==> src/rtl/uart_sir_regs.svh <==
// register offsets, field positions, reset values and counts of the uart status block
`ifndef UART_SIR_REGS_SVH
`define UART_SIR_REGS_SVH
// byte addresses, one aligned word each
`define ADDR_TX_RX 32'hFFFF0700
`define ADDR_IRQ_EN 32'hFFFF0704
`define ADDR_IRQ_IDENT 32'hFFFF0708
`define ADDR_LINE_CTRL 32'hFFFF070C
`define ADDR_LINE_STATUS 32'hFFFF0714
`define ADDR_SECOND_STATUS 32'hFFFF0718
`define ADDR_FRAC_DIV 32'hFFFF072C
// line status fields
`define LSR_IDLE_BIT 6
`define LSR_HOLD_EMPTY_BIT 5
`define LSR_BREAK_BIT 4
`define LSR_FRAME_BIT 3
`define LSR_PARITY_BIT 2
`define LSR_OVERRUN_BIT 1
`define LSR_READY_BIT 0
// interrupt enable fields
`define IEN_MODEM_BIT 3
`define IEN_LINE_BIT 2
`define IEN_TX_BIT 1
`define IEN_RX_BIT 0
`define IEN_WMASK 8'h0F
// line control: divisor latch select
`define LCR_LATCH_SEL_BIT 7
// fractional divider fields
`define FRAC_EN_BIT 15
`define FRAC_M_HI 12
`define FRAC_M_LO 11
`define FRAC_N_HI 10
`define FRAC_WMASK 16'h9FFF
`define FRAC_M_ZERO_MEANS 3'h4
// identification codes, bit 0 is the no-pending flag
`define IID_NONE 8'h01
`define IID_LINE 8'h06
`define IID_RXFULL 8'h04
`define IID_TXEMPTY 8'h02
`define IID_MODEM 8'h00
// reset values
`define IEN_RST 8'h00
`define IID_RST 8'h01
`define FRAC_RST 16'h0000
// longest frame in bit times: start, 8 data, parity, 2 stop
`define MAX_FRAME_BITS 4'hC
// axi responses
`define RESP_OKAY 2'h0
`define RESP_SLVERR 2'h2
`endif

==> src/rtl/uart_sir_pkg.sv <==
// types shared by the uart status, interrupt and fractional divider block
package uart_sir_pkg;
  // one received character from the receive shifter
  typedef struct packed {
    logic valid;
    logic [7:0] data;
    logic parity_err;
    logic frame_err;
  } rx_event_t;
  // fractional generator settings as the baud logic uses them
  typedef struct packed {
    logic en;
    logic [2:0] m;
    logic [10:0] n;
  } frac_cfg_t;
  // whole state of the block
  typedef struct packed {
    logic [31:0] awaddr_q;
    logic aw_held_q;
    logic [31:0] wdata_q;
    logic [3:0] wstrb_q;
    logic w_held_q;
    logic awready_q;
    logic wready_q;
    logic bvalid_q;
    logic [1:0] bresp_q;
    logic arready_q;
    logic rvalid_q;
    logic [31:0] rdata_q;
    logic [1:0] rresp_q;
    logic [7:0] line_ctrl_q;
    logic [7:0] irq_en_q;
    logic [15:0] div_q;
    logic [15:0] frac_q;
    frac_cfg_t frac_cfg_q;
    logic [7:0] hold_data_q;
    logic hold_full_q;
    logic tx_load_q;
    logic [7:0] tx_data_q;
    logic [7:0] rx_data_q;
    logic ready_q;
    logic overrun_q;
    logic parity_q;
    logic frame_q;
    logic break_q;
    logic modem_q;
    logic tx_pend_q;
    logic [7:0] iid_q;
    logic irq_q;
    logic [2:0] sync_q;
    logic line_q;
    logic [3:0] low_bits_q;
  } state_t;
endpackage

==> src/rtl/uart_status_irq_fracdiv.sv <==
// uart line status, interrupt enable and identification, divisor and fractional divider over axi4-lite
`timescale 1ns/10ps
`include "uart_sir_regs.svh"
module uart_status_irq_fracdiv (
  input wire logic i_clk,
  input wire logic i_rst_n,
  // axi4-lite slave
  input wire logic [31:0] i_awaddr,
  input wire logic i_awvalid,
  output logic o_awready,
  input wire logic [31:0] i_wdata,
  input wire logic [3:0] i_wstrb,
  input wire logic i_wvalid,
  output logic o_wready,
  output logic [1:0] o_bresp,
  output logic o_bvalid,
  input wire logic i_bready,
  input wire logic [31:0] i_araddr,
  input wire logic i_arvalid,
  output logic o_arready,
  output logic [31:0] o_rdata,
  output logic [1:0] o_rresp,
  output logic o_rvalid,
  input wire logic i_rready,
  // receive shifter events, same clock
  input wire uart_sir_pkg::rx_event_t i_rx_event,
  // transmit shifter busy, same clock
  input wire logic i_tx_busy,
  // modem status change pulse, same clock
  input wire logic i_modem_event,
  // one pulse per bit time from the baud generator
  input wire logic i_bit_tick,
  // serial receive pin, asynchronous
  input wire logic i_serial_rx_line,
  // to the shifters and baud logic, and the interrupt request
  output logic o_tx_load,
  output logic [7:0] o_tx_data,
  output logic [7:0] o_line_ctrl,
  output logic [15:0] o_divisor,
  output uart_sir_pkg::frac_cfg_t o_frac_cfg,
  output logic o_irq
);

  uart_sir_pkg::state_t s; // registered state
  uart_sir_pkg::state_t n; // next state
  // next state: bus slave, flags, transmit hand-off, break detect, priority
  always_comb
  begin
    logic latch_sel;
    logic do_wr;
    logic do_rd;
    logic [31:0] rd_val;
    logic [1:0] rd_resp;
    logic [1:0] wr_resp;
    logic [15:0] wmask;
    logic [7:0] lsr;
    logic rx_set;
    logic ls_on;
    logic rx_on;
    logic tx_on;
    logic ms_on;
    latch_sel = s.line_ctrl_q[`LCR_LATCH_SEL_BIT];
    do_wr = s.aw_held_q && s.w_held_q; // both write halves held
    do_rd = i_arvalid && s.arready_q;
    rd_val = 32'h00000000;
    rd_resp = `RESP_OKAY;
    wr_resp = `RESP_OKAY;
    wmask = {{8{s.wstrb_q[1]}}, {8{s.wstrb_q[0]}}}; // lanes 0 and 1 cover every register here
    lsr = 8'h00;
    rx_set = i_rx_event.valid; // receive shifter delivers a character
    ls_on = 1'b0;
    rx_on = 1'b0;
    tx_on = 1'b0;
    ms_on = 1'b0;
    n = s;
    // write address and data are taken in either order
    if (i_awvalid && s.awready_q)
    begin
      n.awaddr_q = i_awaddr;
      n.aw_held_q = 1'b1;
    end
    if (i_wvalid && s.wready_q)
    begin
      n.wdata_q = i_wdata;
      n.wstrb_q = i_wstrb;
      n.w_held_q = 1'b1;
    end

    // a received character sets the flags; a read clear later in this cycle loses
    if (rx_set)
    begin
      n.overrun_q = s.overrun_q | s.ready_q;
      n.rx_data_q = i_rx_event.data;
      n.ready_q = 1'b1;
      n.parity_q = s.parity_q | i_rx_event.parity_err;
      n.frame_q = s.frame_q | i_rx_event.frame_err;
    end
    if (i_modem_event)
    begin
      n.modem_q = 1'b1;
    end

    // line status as software sees it
    lsr[`LSR_IDLE_BIT] = ~s.hold_full_q & ~s.tx_load_q & ~i_tx_busy;
    lsr[`LSR_HOLD_EMPTY_BIT] = ~s.hold_full_q;
    lsr[`LSR_BREAK_BIT] = s.break_q;
    lsr[`LSR_FRAME_BIT] = s.frame_q;
    lsr[`LSR_PARITY_BIT] = s.parity_q;
    lsr[`LSR_OVERRUN_BIT] = s.overrun_q;
    lsr[`LSR_READY_BIT] = s.ready_q;

    // read decode and read side effects; a flag set this cycle survives the clear
    if (do_rd)
    begin
      case (i_araddr)
        `ADDR_TX_RX:
        begin
          if (latch_sel)
          begin
            rd_val = {24'h000000, s.div_q[7:0]};
          end
          else
          begin
            rd_val = {24'h000000, s.rx_data_q};
            if (!rx_set)
            begin
              n.ready_q = 1'b0;
            end
          end
        end
        `ADDR_IRQ_EN:
        begin
          rd_val = latch_sel ? {24'h000000, s.div_q[15:8]} : {24'h000000, s.irq_en_q};
        end
        `ADDR_IRQ_IDENT:
        begin
          rd_val = {24'h000000, s.iid_q};
          // reading the code for tx empty retires it
          if (s.iid_q == `IID_TXEMPTY)
          begin
            n.tx_pend_q = 1'b0;
          end
        end
        `ADDR_LINE_CTRL:
        begin
          rd_val = {24'h000000, s.line_ctrl_q};
        end
        `ADDR_LINE_STATUS:
        begin
          rd_val = {24'h000000, lsr};
          // a read retires the error flags, except those set right now
          n.overrun_q = rx_set & s.ready_q;
          n.parity_q = rx_set & i_rx_event.parity_err;
          n.frame_q = rx_set & i_rx_event.frame_err;
          n.break_q = 1'b0;
        end
        `ADDR_SECOND_STATUS:
        begin
          rd_val = {31'h00000000, s.modem_q};
          n.modem_q = i_modem_event;
        end
        `ADDR_FRAC_DIV:
        begin
          rd_val = {16'h0000, s.frac_q};
        end
        default:
        begin
          rd_resp = `RESP_SLVERR; // unmapped read answers zero with an error
        end
      endcase
      n.rdata_q = rd_val;
      n.rresp_q = rd_resp;
      n.rvalid_q = 1'b1;
    end
    else if (s.rvalid_q && i_rready)
    begin
      n.rvalid_q = 1'b0;
    end

    // write decode once both halves are held
    if (do_wr)
    begin
      case (s.awaddr_q)
        `ADDR_TX_RX:
        begin
          if (latch_sel)
          begin
            n.div_q[7:0] = (s.div_q[7:0] & ~wmask[7:0]) | (s.wdata_q[7:0] & wmask[7:0]);
          end
          else if (s.wstrb_q[0])
          begin
            // a write is taken at once, even while the shifter still sends
            n.hold_data_q = s.wdata_q[7:0];
            n.hold_full_q = 1'b1;
            n.tx_pend_q = 1'b0;
          end
        end
        `ADDR_IRQ_EN:
        begin
          if (latch_sel)
          begin
            n.div_q[15:8] = (s.div_q[15:8] & ~wmask[7:0]) | (s.wdata_q[7:0] & wmask[7:0]);
          end
          else if (s.wstrb_q[0])
          begin
            // bits 7:4 are not stored; bit 3 is kept but software leaves it zero
            n.irq_en_q = s.wdata_q[7:0] & `IEN_WMASK;
            // enabling tx empty while the holding register is empty flags it at once
            if (s.wdata_q[`IEN_TX_BIT] && !s.irq_en_q[`IEN_TX_BIT] && !s.hold_full_q)
            begin
              n.tx_pend_q = 1'b1;
            end
          end
        end
        `ADDR_LINE_CTRL:
        begin
          n.line_ctrl_q = (s.line_ctrl_q & ~wmask[7:0]) | (s.wdata_q[7:0] & wmask[7:0]);
        end
        `ADDR_FRAC_DIV:
        begin
          // reserved bits 14:13 never store, so they read as zero
          n.frac_q = ((s.frac_q & ~wmask) | (s.wdata_q[15:0] & wmask)) & `FRAC_WMASK;
        end
        `ADDR_IRQ_IDENT, `ADDR_LINE_STATUS, `ADDR_SECOND_STATUS:
        begin
          wr_resp = `RESP_OKAY; // read-only registers ignore writes
        end
        default:
        begin
          wr_resp = `RESP_SLVERR;
        end
      endcase
      n.aw_held_q = 1'b0;
      n.w_held_q = 1'b0;
      n.bresp_q = wr_resp;
      n.bvalid_q = 1'b1;
    end
    else if (s.bvalid_q && i_bready)
    begin
      n.bvalid_q = 1'b0;
    end
    // readies: one write and one read in flight at a time
    n.awready_q = ~n.aw_held_q & ~n.bvalid_q;
    n.wready_q = ~n.w_held_q & ~n.bvalid_q;
    n.arready_q = ~n.rvalid_q;
    // hand the holding register to the shifter when it is free
    n.tx_load_q = 1'b0;
    if (s.hold_full_q && !s.tx_load_q && !i_tx_busy && !do_wr)
    begin
      n.tx_load_q = 1'b1;
      n.tx_data_q = s.hold_data_q;
      n.hold_full_q = 1'b0;
      n.tx_pend_q = 1'b1;
    end
    // pin synchroniser, a level counts once the second and third stages agree
    n.sync_q = {s.sync_q[1:0], i_serial_rx_line};
    if (s.sync_q[1] == s.sync_q[2])
    begin
      n.line_q = s.sync_q[2];
    end
    // count bit times the line stays low; saturates one past a whole frame
    if (s.line_q)
    begin
      n.low_bits_q = 4'h0;
    end
    else if (i_bit_tick && (s.low_bits_q <= `MAX_FRAME_BITS))
    begin
      n.low_bits_q = s.low_bits_q + 4'h1;
      if (s.low_bits_q == `MAX_FRAME_BITS)
      begin
        n.break_q = 1'b1;
      end
    end

    // fractional settings as the baud logic needs them
    n.frac_cfg_q.en = n.frac_q[`FRAC_EN_BIT];
    n.frac_cfg_q.m = (n.frac_q[`FRAC_M_HI:`FRAC_M_LO] == 2'h0) ? `FRAC_M_ZERO_MEANS
                     : {1'b0, n.frac_q[`FRAC_M_HI:`FRAC_M_LO]};
    n.frac_cfg_q.n = n.frac_q[`FRAC_N_HI:0];

    // sources gated by their enables, from the updated flags
    ls_on = n.irq_en_q[`IEN_LINE_BIT] & (n.frame_q | n.parity_q | n.overrun_q);
    rx_on = n.irq_en_q[`IEN_RX_BIT] & n.ready_q;
    tx_on = n.irq_en_q[`IEN_TX_BIT] & n.tx_pend_q & ~n.hold_full_q;
    ms_on = n.irq_en_q[`IEN_MODEM_BIT] & n.modem_q;
    // fixed priority, re-evaluated every cycle so a cleared source hands over at once
    if (ls_on)
    begin
      n.iid_q = `IID_LINE;
    end
    else if (rx_on)
    begin
      n.iid_q = `IID_RXFULL;
    end
    else if (tx_on)
    begin
      n.iid_q = `IID_TXEMPTY;
    end
    else if (ms_on)
    begin
      n.iid_q = `IID_MODEM;
    end
    else
    begin
      n.iid_q = `IID_NONE;
    end
    n.irq_q = ls_on | rx_on | tx_on | ms_on;
  end

  // state register; reset loads constants only
  always_ff @(posedge i_clk or negedge i_rst_n)
  begin
    if (!i_rst_n)
    begin
      s <= '0;
      s.irq_en_q <= `IEN_RST;
      s.iid_q <= `IID_RST;
      s.frac_q <= `FRAC_RST;
      s.frac_cfg_q.m <= `FRAC_M_ZERO_MEANS;
      s.sync_q <= 3'h7;
      s.line_q <= 1'b1;
    end
    else
    begin
      s <= n;
    end
  end

  // every output is a flip-flop of the state
  assign o_awready = s.awready_q;
  assign o_wready = s.wready_q;
  assign o_bresp = s.bresp_q;
  assign o_bvalid = s.bvalid_q;
  assign o_arready = s.arready_q;
  assign o_rdata = s.rdata_q;
  assign o_rresp = s.rresp_q;
  assign o_rvalid = s.rvalid_q;
  assign o_tx_load = s.tx_load_q;
  assign o_tx_data = s.tx_data_q;
  assign o_line_ctrl = s.line_ctrl_q;
  assign o_divisor = s.div_q;
  assign o_frac_cfg = s.frac_cfg_q;
  assign o_irq = s.irq_q;

endmodule

==> config.mk <==
export PLATFORM = sky130hd
export DESIGN_NAME = uart_status_irq_fracdiv
export DESIGN_NICKNAME = d
export VERILOG_FILES = /design/src/rtl/uart_sir_pkg.sv /design/src/rtl/uart_status_irq_fracdiv.sv
export VERILOG_INCLUDE_DIRS = /design/src /design/src/rtl
export SDC_FILE = /design/constraint.sdc
export NUM_CORES = 1
export LEC_CHECK = 0
export BUFFER_PORTS_ARGS = -buffer_cell sky130_fd_sc_hd__buf_2
export CELL_PAD_IN_SITES_DETAIL_PLACEMENT = 2
export CELL_PAD_IN_SITES_GLOBAL_PLACEMENT = 2
export CORE_UTILIZATION = 36
export CTS_BUF_LIST = sky130_fd_sc_hd__clkbuf_8 sky130_fd_sc_hd__clkbuf_16
export DETAILED_ROUTE_END_ITERATION = 7
export PLACE_DENSITY_LB_ADDON = 0.2
export SYNTH_ARGS = -nofsm -noshare
export SYNTH_HDL_FRONTEND = slang
export SYNTH_SLANG_ARGS = --single-unit
==> constraint.sdc <==
create_clock -name i_clk -period 4.05 [get_ports i_clk]
set_clock_uncertainty 0.1 [all_clocks]
set_input_delay 0 -clock i_clk [delete_from_list [all_inputs] [get_ports i_clk]]
set_output_delay 0 -clock i_clk [all_outputs]
set_load 0.03 [all_outputs]
==> insert_results.sql <==
INSERT INTO impl_metrics (metric_group, metric, value, unit) VALUES
('synth', 'portion_of_synthesized_cell_area_occupied_by_the_leading_cell_type', '51.5', '%'),
('synth', 'yosysUniqueCellTypes', '69', ''),
('routing', 'vias', '5517', ''),
('sta', 'fmaxAchievable', '0.326', 'GHz'),
('worst_setup_path', 'data_required_time_of_the_worst_path', '4.26', 'ns'),
('synth', 'syn_area', '7530', 'µm²'),
('synth', 'ys_warn_count', '0', ''),
('sta', 'timing.final.crit_period', '3.07', 'ns'),
('synth', 'synth_commonest_cells', 'sky130_fd_sc_hd__dfrtp_1 (155), sky130_fd_sc_hd__mux2_2 (111), sky130_fd_sc_hd__buf_4 (84)', ''),
('clocking', 'post_cts_resize_count', '0', ''),
('die', 'io_pins', '212', ''),
('synth', 'post-synth-top-count-cell', 'sky130_fd_sc_hd__dfrtp_1', ''),
('die', 'floorplan.die_area', '21500', 'µm²'),
('power_and_ir_drop', 'power_per_cell_area', '506', 'nW/µm²'),
('routing', 'drt_first_pass_iters', '5', ''),
('worst_setup_path', 'r2r_end', 'o_irq', ''),
('worst_setup_path', 'timing.critical_path.cells', 'or4b_1, or4_4, nor4_4, mux2_2, and2_1, or3_1', ''),
('clocking', 'h-tree-depth', '4', ''),
('sta', 'fin_tns_setup', '0', 'ns'),
('cells_and_area', 'finalNetCount', '935', ''),
('worst_hold_path', 'hp-class', 'primary input to async pin', ''),
('clocking', 'tritoncts_clock_tree', 'yes', ''),
('worst_setup_path', 'worst_ep_arrival_time', '3.28', 'ns'),
('synth', 'synth.largest_area_cell', 'sky130_fd_sc_hd__dfrtp_1', ''),
('worst_setup_path', 'critical_path_depth', '6', ''),
('global_route', 'pin_count_of_the_biggest_net_entering_global_routing', '70', ''),
('clocking', 'cts_hold_repair.buffers', '77', ''),
('die', 'number_of_placement_rows', '52', ''),
('global_route', 'grt_first_pass_wirelength', '36900', 'µm'),
('synth', 'yosys_register_bits', '161', ''),
('sta', 'grt_setup_unrepaired', 'no', ''),
('global_route', 'via_count_of_the_first_global_routing_pass', '6316', ''),
('worst_setup_path', 'critical_path_peak_fanout', '5', ''),
('clocking', 'later_pin_clock_latency_in_the_skew_report', '0.44', 'ns'),
('routing', 'via_per_inst', '5.04', ''),
('global_route', 'overflow', '0', ''),
('synth', 'post_synth.cell_area_avg', '12.2', 'µm²'),
('clocking', 'clock_tree.root_cell', 'sky130_fd_sc_hd__clkbuf_16', ''),
('clocking', 'cts_max_path_buffers', '2', ''),
('die', 'start_util', '37.0', '%'),
('sta', 'worst_pin_slew', '1.11', 'ns'),
('placed_design', 'buffer_ports.inserted', '171', ''),
('die', 'fp.dieH', '147', 'µm'),
('worst_setup_path', 'crit_buf_inv', '0', ''),
('worst_setup_path', 'r2r_start', 's[204]', ''),
('worst_setup_path', 'timing.critical_path.slowest_stage_cell', 'sky130_fd_sc_hd__or4b_1', ''),
('worst_setup_path', 'cp-endpoint', 'o_irq', ''),
('power_and_ir_drop', 'leak', '4.66', 'nW'),
('global_route', 'antenna_found_initial', '1', ''),
('sta', 'relSlewSlack', '26.3', '%'),
('placed_design', 'detailed_place_hpwl', '15500', 'µm'),
('worst_setup_path', 'reg2reg_depth', '6', ''),
('sta', 'final_max_slew_viol_count', '0', ''),
('routing', 'drcViolationCount', '0', ''),
('status', 'outcome', 'finished, final reports clean', ''),
('synth', 'area_contributors_post_synth', 'sky130_fd_sc_hd__dfrtp_1 (51%), sky130_fd_sc_hd__mux2_2 (17%), sky130_fd_sc_hd__buf_4 (8.4%), sky130_fd_sc_hd__nand2_1 (3.0%), sky130_fd_sc_hd__dfstp_2 (2.1%)', ''),
('clocking', 'clk_transition_reported_paths', '0.06', 'ns'),
('worst_setup_path', 'criticalPathCategory', 'register to register', ''),
('synth', 'postSynthCellCount', '619', ''),
('synth', 'number_of_flops_mapped_to_enable_cells_by_yosys', '0', ''),
('routing', 'drt_first_iter_violations', '195', ''),
('cells_and_area', 'area_delta_synth_final', '27.4', '%'),
('placed_design', 'gp_routability_congestion', '0.772', ''),
('synth', 'postSynth.asyncResetShare', '100', '%'),
('worst_setup_path', 'worst_setup_path_start_kind', 'register', ''),
('clocking', 'cts.sinks', '161', ''),
('synth', 'synth-main-ff-cell', 'sky130_fd_sc_hd__dfrtp_1', ''),
('sta', 'final_hold_viol_count', '0', ''),
('worst_setup_path', 'critPathTopFamily', 'simple AND/OR/NAND/NOR gates', ''),
('die', 'placeable_area', '20400', 'µm²'),
('sta', 'setup_violations', '0', '');
routing by layer:
layer | track usage (%) | routed length [µm]
met5 | 0 | 0
met2 | 40.3 | 12200
met3 | 4.53 | 1080
met4 | 7.29 | 391
met1 | 27.7 | 9820
layout by cell type (no fill, tap or decap), types with 3 or more instances in the layout:
cell type	synthesis	routed
sky130_fd_sc_hd__nor2_1	22	22
sky130_fd_sc_hd__mux2_2	111	111
sky130_fd_sc_hd__buf_2	1	170
sky130_fd_sc_hd__a21o_1	3	3
sky130_fd_sc_hd__dlygate4sd3_1	0	77
sky130_fd_sc_hd__buf_4	84	8
sky130_fd_sc_hd__nand2_1	61	60
sky130_fd_sc_hd__clkbuf_16	0	17
sky130_fd_sc_hd__dfstp_2	6	6
sky130_fd_sc_hd__mux2i_1	9	9
sky130_fd_sc_hd__a21oi_1	7	7
sky130_fd_sc_hd__a222oi_1	3	3
sky130_fd_sc_hd__bufinv_16	0	5
sky130_fd_sc_hd__inv_6	0	3
sky130_fd_sc_hd__o21ai_0	5	5
sky130_fd_sc_hd__a22oi_1	4	4
sky130_fd_sc_hd__inv_1	10	10
sky130_fd_sc_hd__nor4_1	4	4
sky130_fd_sc_hd__dfrtp_1	155	155
sky130_fd_sc_hd__nand4b_1	5	5
sky130_fd_sc_hd__or3_1	4	4
sky130_fd_sc_hd__nand4_1	11	11
sky130_fd_sc_hd__nor3_1	6	6
sky130_fd_sc_hd__a22o_1	9	9
sky130_fd_sc_hd__clkbuf_8	0	3
sky130_fd_sc_hd__and2_1	7	7
sky130_fd_sc_hd__nand3_1	12	12
sky130_fd_sc_hd__conb_1	1	20
kinds of logic after synthesis:
family | after synthesis | share of synthesized area [%]
AOI/OAI and AO/OA | 55 | 5.88
muxes | 120 | 17.8
adders and majority gates | 3 | 0.465
DFF | 161 | 53.6
other | 1 | 0.0498
xor gates and xnor gates | 4 | 0.465
and+or+nand+nor | 162 | 11.7
buffers and inverters | 113 | 10.0
worst register-to-register path, cell delays in order (launching register included):
cell	delay, ns
sky130_fd_sc_hd__dfrtp_1	0.38
sky130_fd_sc_hd__or4b_1	0.52
sky130_fd_sc_hd__or4_4	0.48
sky130_fd_sc_hd__nor4_4	0.52
sky130_fd_sc_hd__mux2_2	0.41
sky130_fd_sc_hd__and2_1	0.16
sky130_fd_sc_hd__or3_1	0.37
metrics by stage:
stage | cell area [µm²] | hold WS, ns | worst slack [ns] | util (%) | std cells
final | 9600 | 0.0378 | 0.980 | 47.1 | 1095
after global routing | 9600 | 0.0546 | 0.914 | 47.1 | 1095
after global placement | 8160 | -0.0610 | 1.09 | 40.0 | 985
after detailed placement | 8160 | -0.0474 | 1.05 | 40.0 | 985
after CTS | 9590 | 0.0160 | 0.970 | 47.1 | 1093
after floorplan | 7600 | -0.396 | 1.27 | - | 638
layout make-up:
type | count | area [µm²]
Timing Repair Buffer | 256 | 1690
Clock buffer | 20 | 467
Inverter | 11 | 41.3
Multi-Input combinational cell | 364 | 2820
Fill cell | 2051 | 10800
Clock inverter | 11 | 198
Antenna cell | 2 | 5.00
Tap cell | 270 | 338
Sequential cell | 161 | 4040
worst min path at each step:
stage / start / end / slack, ns / depth (start not counted)
after floorplan: i_rst_n / async pin / -0.40 / 0
after global placement: i_rst_n / s[160] / -0.06 / 1
after detailed placement: i_rst_n / s[160] / -0.05 / 1
after CTS: i_araddr[4] / s[18] / 0.02 / 4
after global routing: i_araddr[4] / s[18] / 0.05 / 4
final: i_rst_n / s[160] / 0.04 / 2
where the power goes:
part	internal, mW	total (mW)	switching (mW)
registers	1.90	2.21	0.303
logic	0.433	0.831	0.398
clock network	1.15	1.82	0.675
total	3.48	4.86	1.38
No activity file was read; power rests on OpenSTA's default activity.
